===== config.mk =====
export PLATFORM = sky130hd
export DESIGN_NAME = pcs_sampler
export DESIGN_NICKNAME = d
export VERILOG_FILES = /design/src/rtl/pcs_pkg.sv /design/src/rtl/pcs_sampler.sv
export SDC_FILE = /design/constraint.sdc
export NUM_CORES = 1
export LEC_CHECK = 0
export ABC_AREA = 1
export BUFFER_PORTS_ARGS = -buffer_cell sky130_fd_sc_hd__buf_2
export CAP_MARGIN = 30
export CORE_AREA = 2 2 93 118
export DETAILED_ROUTE_END_ITERATION = 10
export DIE_AREA = 0 0 95 120
export PLACE_DENSITY = 0.95
export RECOVER_POWER = 50
export SYNTH_ARGS = -nofsm -noshare
export SYNTH_HDL_FRONTEND = slang
export SYNTH_SLANG_ARGS = --single-unit
export TNS_END_PERCENT = 20

===== constraint.sdc =====
create_clock -name clk_sys_i -period 6.3 [get_ports clk_sys_i]
set_input_delay 0.945 -clock clk_sys_i [delete_from_list [all_inputs] [get_ports clk_sys_i]]
set_output_delay 0.945 -clock clk_sys_i [all_outputs]
set_load 0.1 [all_outputs]

===== src/rtl/pcs_pkg.sv =====
package pcs_pkg;

    // ------------------------------------------------------------------
    // Widths and constants
    // ------------------------------------------------------------------
    localparam int unsigned CUR_W = 16;
    localparam int unsigned DLY_W = 16;
    localparam int unsigned SEC_W = 3;
    localparam logic [SEC_W-1:0] SEC_MIN = 3'h1;
    localparam logic [SEC_W-1:0] SEC_MAX = 3'h6;
    localparam logic [SEC_W-1:0] SEC_RESET = 3'h1;
    localparam logic [DLY_W-1:0] DLY_ZERO = 16'h0000;
    localparam logic [DLY_W-1:0] DLY_ONE = 16'h0001;
    localparam logic signed [CUR_W-1:0] CUR_ZERO = 16'sh0000;

    typedef enum logic [2:0] {
        PCS_PH_A = 3'b001,
        PCS_PH_B = 3'b010,
        PCS_PH_C = 3'b100
    } pcs_phase_t;

    typedef struct packed {
        logic signed [CUR_W-1:0] ia;
        logic signed [CUR_W-1:0] ib;
        logic signed [CUR_W-1:0] ic;
    } pcs_currents_t;

    typedef struct packed {
        logic signed [CUR_W-1:0] first;
        logic signed [CUR_W-1:0] second;
    } pcs_adc_pair_t;

endpackage : pcs_pkg


===== src/rtl/pcs_sampler.sv =====
`timescale 1ns/100ps
module pcs_sampler
    import pcs_pkg::*;
(
    input wire logic clk_sys_i,
    input wire logic resetn_i,
    input wire logic pwm_reload_i,
    input wire logic load_ok_bit_i,
    input wire logic [DLY_W-1:0] trig_delay_i,
    input wire logic [DLY_W-1:0] bottom_on_time_i,
    input wire logic [DLY_W-1:0] critical_width_i,
    input wire logic svm_sector_sel_i,
    input wire logic [SEC_W-1:0] svm_sector_i,
    input wire logic [SEC_W-1:0] sine_sector_i,
    input wire logic adc_done_i,
    input wire pcs_adc_pair_t adc_pair_i,
    output logic sync_pulse_o,
    output logic adc_start_o,
    output logic [SEC_W-1:0] sector_o,
    output pcs_phase_t calc_phase_o,
    output pcs_currents_t currents_o,
    output logic currents_valid_o,
    output logic sample_unreliable_o
);

    // ------------------------------------------------------------------
    // Helper functions
    // ------------------------------------------------------------------
    function automatic pcs_phase_t phase_of(input logic [SEC_W-1:0] s);
        if (s == 3'h2 || s == 3'h3) begin
            phase_of = PCS_PH_B;
        end else if (s == 3'h4 || s == 3'h5) begin
            phase_of = PCS_PH_C;
        end else begin
            phase_of = PCS_PH_A;
        end
    endfunction : phase_of

    // The sum saturates rather than wraps so a clipped sample stays sane.
    function automatic logic signed [CUR_W-1:0] neg_sum(input logic signed [CUR_W-1:0] x,
                                                        input logic signed [CUR_W-1:0] y);
        logic signed [CUR_W+1:0] t;
        t = -({{2{x[CUR_W-1]}}, x} + {{2{y[CUR_W-1]}}, y});
        if (t > $signed({3'b000, {(CUR_W-1){1'b1}}})) begin
            neg_sum = {1'b0, {(CUR_W-1){1'b1}}};
        end else if (t < $signed({3'b111, {(CUR_W-1){1'b0}}})) begin
            neg_sum = {1'b1, {(CUR_W-1){1'b0}}};
        end else begin
            neg_sum = t[CUR_W-1:0];
        end
    endfunction : neg_sum

    // ------------------------------------------------------------------
    // Reload sync and delay timer
    // ------------------------------------------------------------------
    logic reload_q, reload_d;
    logic sync_q, sync_d;
    logic run_q, run_d;
    logic [DLY_W-1:0] cnt_q, cnt_d;
    logic start_q, start_d;
    logic unrel_q, unrel_d;
    logic [SEC_W-1:0] sec_q, sec_d;
    logic [SEC_W-1:0] sec_in;

    always_comb begin
        reload_d = pwm_reload_i;
        // The load-ok bit is ignored on purpose; every reload edge syncs.
        sync_d = pwm_reload_i && !reload_q;
        run_d = run_q;
        cnt_d = cnt_q;
        start_d = 1'b0;
        sec_d = sec_q;
        unrel_d = unrel_q;
        sec_in = svm_sector_sel_i ? svm_sector_i : sine_sector_i;
        if (sync_q) begin
            // A fresh pulse restarts the count even mid-delay.
            run_d = 1'b1;
            cnt_d = trig_delay_i;
            // Latch per-period context at the reload so it matches the sample.
            if (sec_in >= SEC_MIN && sec_in <= SEC_MAX) begin
                sec_d = sec_in;
            end
            unrel_d = bottom_on_time_i < critical_width_i;
        end else if (run_q) begin
            if (cnt_q == DLY_ZERO) begin
                run_d = 1'b0;
                start_d = 1'b1;
            end else begin
                cnt_d = cnt_q - DLY_ONE;
            end
        end
    end

    always_ff @(posedge clk_sys_i) begin
        if (!resetn_i) begin
            reload_q <= 1'b0;
            sync_q <= 1'b0;
            run_q <= 1'b0;
            cnt_q <= DLY_ZERO;
            start_q <= 1'b0;
            sec_q <= SEC_RESET;
            unrel_q <= 1'b0;
        end else begin
            reload_q <= reload_d;
            sync_q <= sync_d;
            run_q <= run_d;
            cnt_q <= cnt_d;
            start_q <= start_d;
            sec_q <= sec_d;
            unrel_q <= unrel_d;
        end
    end

    // ------------------------------------------------------------------
    // Third-current reconstruction
    // ------------------------------------------------------------------
    pcs_currents_t cur_q, cur_d;
    logic val_q, val_d;
    logic rel_q, rel_d;
    pcs_phase_t ph_q, ph_d;

    always_comb begin
        cur_d = cur_q;
        val_d = 1'b0;
        rel_d = rel_q;
        ph_d = phase_of(sec_q);
        if (adc_done_i) begin
            val_d = 1'b1;
            rel_d = unrel_q;
            // Pair order: A,B,C minus the computed phase, ascending.
            case (phase_of(sec_q))
                PCS_PH_A: begin
                    cur_d.ib = adc_pair_i.first;
                    cur_d.ic = adc_pair_i.second;
                    cur_d.ia = neg_sum(adc_pair_i.first, adc_pair_i.second);
                end
                PCS_PH_B: begin
                    cur_d.ia = adc_pair_i.first;
                    cur_d.ic = adc_pair_i.second;
                    cur_d.ib = neg_sum(adc_pair_i.first, adc_pair_i.second);
                end
                default: begin
                    cur_d.ia = adc_pair_i.first;
                    cur_d.ib = adc_pair_i.second;
                    cur_d.ic = neg_sum(adc_pair_i.first, adc_pair_i.second);
                end
            endcase
        end
    end

    always_ff @(posedge clk_sys_i) begin
        if (!resetn_i) begin
            cur_q <= '{CUR_ZERO, CUR_ZERO, CUR_ZERO};
            val_q <= 1'b0;
            rel_q <= 1'b0;
            ph_q <= PCS_PH_A;
        end else begin
            cur_q <= cur_d;
            val_q <= val_d;
            rel_q <= rel_d;
            ph_q <= ph_d;
        end
    end

    assign sync_pulse_o = sync_q;
    assign adc_start_o = start_q;
    assign sector_o = sec_q;
    assign calc_phase_o = ph_q;
    assign currents_o = cur_q;
    assign currents_valid_o = val_q;
    assign sample_unreliable_o = rel_q;
endmodule : pcs_sampler


==> run metrics, run 1 <==
Hold Startpoint reload_q; vias in the first global route about 6200; Post-synth EDFFs 0; CTS clock-pin slew for the worst setup and hold paths about 0.060 ns; total setup buffers inserted after CTS 0; PostCTS Resize Cnt 0; share of the synthesized area in the top cell type 0.259; worst path cell trace buf_2 > ha_1 > inv_1 > fa_1 > ha_1 > inv_1 > nor2_1 > nand2_1 > nor3_1 > nand3_1 > nand2_1 > nand2_1 > o21ai_4 > buf_16 > nand3_1 > nand2_1 > a21oi_2; pre-CTS WS 2.14 ns; Core Util, Final 0.677; cell taking the most area after synthesis dfxtp_1; maximum clock rate around 250 MHz; First-pass DRT Iterations 6; CTS tree done; Routability Congestion around 0.90; Clock Path Buffers 2; count leader, synth nand2_1; WHS Path Cells 1; post-synthesis mux area share 0.00504; crit end category register; IO Port Bufs around 150; Synth Area in XOR/XNOR 0.0235; RSZ-0062 raised after global routing no; largest net degree at the start of global routing 80; post-route setup TNS 0 ns; Detailed Route WL approximately 17 mm; asr flop ratio synth 0; Critical path origin adc_pair_i[16]; Leak 3.46 nW; main combinational cell family by area after synthesis simple AND/OR/NAND/NOR gates; setup slack after layout 2.36 ns; Simple-Gate Fraction of Synth Area 0.378; Num CTS Buffers 9; Layout Nets ~1200; total vias in the final route roughly 6700; worst r2r src cnt_q[0]; I/O pins 150; Max Cap Viol 1; # fillers ~890; Global Route Usage Sum 0.299; top post-synthesis cells by area dfxtp_1 (26%), nand2_1 (17%), ha_1 (7.1%); Unique masters post-synth slightly above 40; Root Buffer clkbuf_16; CP Max Fanout 27; CP max stage delay between 0.5 and 0.6 ns; Reg area 0.00154 mm2; Clock Latency Late Sink approximately 0.34 ns; area of the multi-input gates 0.00382 mm2; Tmin final 3.94 ns; cts hold-fix bufs 0; starting density of the core 0.575; Synth Warn # 0; # DRC 0; Slew @ Worst Pin between 1.5 and 2 ns; die area approximately 0.011 mm2; post-synthesis compound-gate area fraction 0.157; ant diodes 0; status complete, but fails checks; cell area after synthesis approximately 0.0060 mm2; violated checks max-capacitance violations, max-slew violations; Slew Viols, Final 38; crit path DAT ~4.1 ns; cell count after synthesis around 930; crit start category primary input; synth cell count leaders nand2_1 (265), inv_1 (104), nor2_1 (100), dfxtp_1 (77), nand3_1 (61); initial antenna violation count 0; #FFs+latches synth a little under 80; initial DRC count 640; crit path kind in -> reg; clk sink count 77; worst reg2reg path depth 14; first-pass GRT wire length ~27 mm; Remaining Overflow, GRT 0; period utilization 0.625; Final HPWL DP between 10 and 15 mm; core area a little over 0.01 mm2; hold crit path type reg -> reg; Worst Clk Skew slightly below 0.008 ns; chip height 120 um; WL/cell around 14 um; Syn Nets 1052; Power Density around 270 mW/mm2; chip width 95 um; Layout Area Growth over Synthesis 17.7%; drt via density around 5.6; FP Rows 42; Worst path top cell family by delay simple AND/OR/NAND/NOR gates; maximum vdd drop roughly 0.15 mV; Power Total about 1.9 mW; Finish-stage setup viols 0; Seq/Total Area, Yosys 0.259; Bufs and invs on worst path 4; final hold violations 0; Slew headroom -0.238; Levels on crit path 17; layout cells sized above 1 0.181; Primary FF master, synth dfxtp_1; Final ANT Viol Nets 0; most frequent CP cell nand2_1; # H-tree levels 3; Req. time, crit path approximately 6.5 ns; Syn Area/Cell between 6 and 7 um2; Slowest-stage cell, CP fa_1; Adder-Cell Fraction of Synth Area 0.0748
per-layer routing:
metal	share of wire	global-route usage	wire, um	up-vias
met4	0.031	0.136	529	0
met1	0.38	0.348	6490	2997
met3	0.11	0.0691	1800	67
met5	0	0	0	-
met2	0.48	0.512	8250	353
li1	-	-	-	3241
power by group:
part | switching, mW | leakage [nW] | internal (mW)
clock | 0.203 | 0.154 | 0.353
combinational | 0.599 | 2.67 | 0.209
sequential | 0.0298 | 0.636 | 0.532
total | 0.832 | 3.46 | 1.09
placed cells by master, fill, tap and decap left out, drive strengths merged:
cell type and n:
buf 95, fa 1, xor2 5, o221ai 3, a21oi 76, ha 34, clkbuf 68, or2 1
inv 109, xnor2 11, a41oi 1, a32oi 1, o311ai 1, o211a 1, a21boi 1, a221oi 15
nand3b 3, dfxtp 77, nand3 72, a31oi 6, and2 4, clkinv 4, nor2 114, nor3 5
o211ai 8, bufinv 2, o21ai 32, nand4 12, mux2i 3, nand2 290
flip-flops by register name, indices dropped and copies added (netlist names):
name	count
run_q	1
unrel_q	1
currents_o	48
calc_phase_o	3
currents_valid_o	1
cnt_q	16
reload_q	1
sync_pulse_o	1
sample_unreliable_o	1
sector_o	3
adc_start_o	1
final timing paths:
| check | slack, ns | end |
|---|---|---|
| worst max-delay path | 2.36 | currents_o[3] |
| worst min-delay path | 0.39 | sync_pulse_o |
| worst max register to register | 3.59 | cnt_q[15] |
| worst min register to register | 0.39 | sync_pulse_o |
cell type report:
class	count	share of cell area
inverters	111	0.0594
multi-input cells	700	0.544
clock inverters	4	0.0105
well taps	132	0.0236
clock buffers	10	0.0341
repair buffers	153	0.108
flip-flops and latches	77	0.220
cell families after synthesis:
group                      after synthesis
adders and majority gates               35
buffers and inverters                  148
and+or+nand+nor                        501
AOI/OAI and AO/OA                      145
DFF                                     77
muxes                                    3
xor gates and xnor gates                16
per-stage QoR:
step,area (um2),hold WS [ns],std cells
4_1_cts,7080,0.391,1187
2_1_floorplan,5950,0.368,925
3_3_place_gp,6700,0.371,1170
3_5_place_dp,6770,0.383,1173
6_report,7010,0.387,1187
5_1_grt,7010,0.401,1187
(Power assumes the default switching activity.)
==> inputs of run 2 (changes only) <==
--- a/config.mk
+++ b/config.mk
@@ -8,10 +8,10 @@
 export ABC_AREA = 1
 export BUFFER_PORTS_ARGS = -buffer_cell sky130_fd_sc_hd__buf_2
 export CAP_MARGIN = 30
-export CORE_AREA = 2 2 93 118
+export CORE_AREA = 2 2 102 129
 export DETAILED_ROUTE_END_ITERATION = 10
-export DIE_AREA = 0 0 95 120
-export PLACE_DENSITY = 0.95
+export DIE_AREA = 0 0 104 131
+export PLACE_DENSITY = 0.85
 export RECOVER_POWER = 50
 export SYNTH_ARGS = -nofsm -noshare
 export SYNTH_HDL_FRONTEND = slang
==> constraint.sdc (replaced) <==
create_clock -name clk_sys_i -period 3.5 [get_ports clk_sys_i]
set_input_delay 0.525 -clock clk_sys_i [delete_from_list [all_inputs] [get_ports clk_sys_i]]
set_output_delay 0.525 -clock clk_sys_i [all_outputs]
set_load 0.1 [all_outputs]
==> run 2 against run 1 <==
The run still ends with max-capacitance violations, max-slew violations left. Register-to-register slack worse by 2.8 ns. Non-clock buffer count rose by 11. Wire length fell by 0.74%. Core utilization shrank 11 points. Cell count increased by 4.1%. Largest cell class unchanged. Power grew 76%. Sequential share of layout area decreased by 0.26 points.
==> run metrics, run 2 (synthesis gave the netlist of run 1 again) <==
Layout Nets ~1200; Layout Area Growth over Synthesis 19.1%; chip height roughly 130 um; Leak about 3.5 nW; most frequent cells in the layout nand2_1 (265), inv_1 (104), nor2_1 (98), buf_2 (91), dfxtp_1 (77); PostCTS Resize Cnt 0; core area ~0.012 mm2; # H-tree levels 3; CTS tree done; Power Density between 400 and 500 mW/mm2; crit path DAT around 3.3 ns; WL/cell 13.7 um; # DRC 0; Slew headroom -0.232; First-pass DRT Iterations 5; Slew @ Worst Pin around 1.8 ns; post-route cell area 0.00709 mm2; RSZ-0062 raised after global routing no; hold crit path type reg -> reg; drt via density 5.19; Finish-stage setup viols 0; period utilization 0.891; Routability Congestion around 1; Max Cap Viol 1; DP Area between 0.006 and 0.007 mm2; crit path kind in -> reg; I/O pins 150; crit end category register; violated checks max-capacitance violations, max-slew violations; FP Rows 46; CP Max Fanout 15; Remaining Overflow, GRT 0; Num CTS Buffers 9; CTS clock-pin slew for the worst setup and hold paths 0.06 ns; maximum clock rate ~320 MHz; # fillers approximately 1200; chip width 104 um; cts hold-fix bufs 0; most common cell after layout, fill and taps aside nand2_1; max reg flops 48; Slew Viols, Final 37; Req. time, crit path roughly 3.7 ns; Final ANT Viol Nets 0; Global Route Usage Sum 0.246; ant diodes 0; total setup buffers inserted after CTS 0; Power Total roughly 3.4 mW; final hold violations 0; vias in the first global route about 6000; die area 0.0136 mm2; starting density of the core 0.479; IO Port Bufs between 100 and 150; Hold Slack 0.386 ns; Clock Latency Late Sink 0.33 ns; Final HPWL DP around 13 mm; layout cells sized above 1 0.188; post-route setup TNS 0 ns; Root Buffer clkbuf_16; Detailed Route WL approximately 17 mm; Tmin final about 3.1 ns; status complete, but fails checks; crit start category primary input; maximum vdd drop between 0.2 and 0.3 mV; Clock Path Buffers 2; clk sink count 77; Worst Clk Skew approximately 0.011 ns; initial antenna violation count 0; first-pass GRT wire length between 20 and 30 mm; largest net degree at the start of global routing 61; total vias in the final route approximately 6400; Core Util, Final 0.571; initial DRC count slightly below 600
## run 2: changes by cell type in the layout (fill, tap and decap cells not counted), sizes merged
cell and delta:
bufinv -1, clkinv +2, buf +10, clkbuf +2
## run 2: layer usage
layer,vias to the layer above,track usage,wire length (um)
li1,3269,-,-
met1,2857,0.303,7260
met2,255,0.444,8150
met3,40,0.0293,1070
met4,0,0.0914,462
met5,-,0,0
## run 2: through the flow
| step | setup slack (ns) | std cells |
|---|---|---|
| 2_1_floorplan | 0.515 | 925 |
| 3_3_place_gp | 0.106 | 1219 |
| 3_5_place_dp | 0.0590 | 1220 |
| 4_1_cts | 0.393 | 1236 |
| 5_1_grt | 0.0217 | 1236 |
| 6_report | 0.381 | 1236 |
## run 2: critical path, stage by stage
cell,delay [ns]
buf_2,0.11
ha_1,0.23
inv_1,0.07
fa_1,0.37
inv_1,0.11
nand3_1,0.13
nand2_2,0.16
a21oi_1,0.10
nand2_1,0.07
nand2_1,0.11
nor2_4,0.16
nand2_2,0.09
nor2_4,0.11
nand2_1,0.06
nand2_1,0.07
nand2_2,0.08
nand2_1,0.16
nand2_8,0.18
nand2_1,0.16
nand3_1,0.08
nand2_1,0.08
a21oi_1,0.06
## run 2: where the power goes
group / leakage, nW / total (mW) / switching (mW) / internal [mW]
Sequential: 0.636 / 1.01 / 0.0530 / 0.957
Clock: 0.144 / 0.937 / 0.381 / 0.556
Combinational: 2.71 / 1.44 / 1.07 / 0.375
Total: 3.49 / 3.39 / 1.50 / 1.89
## run 2: worst paths after layout
kind / from / endpoint / slack [ns] / cells past startpoint
setup reg to reg: cnt_q[0] / cnt_q[15] / 0.76 / 14
hold / removal: reload_q / sync_pulse_o / 0.39 / 1
hold reg to reg: reload_q / sync_pulse_o / 0.39 / 1
setup / recovery: adc_pair_i[0] / currents_o[7] / 0.38 / 22
## run 2: final cells by class
type,instances,area (um2),area share
Sequential cell,77,1540,0.217
Multi-Input combinational cell,700,3820,0.539
Clock inverter,5,61.3,0.00864
Timing Repair Buffer,164,807,0.114
Clock buffer,11,233,0.0328
Inverter,111,417,0.0587
Tap cell,168,210,0.0296
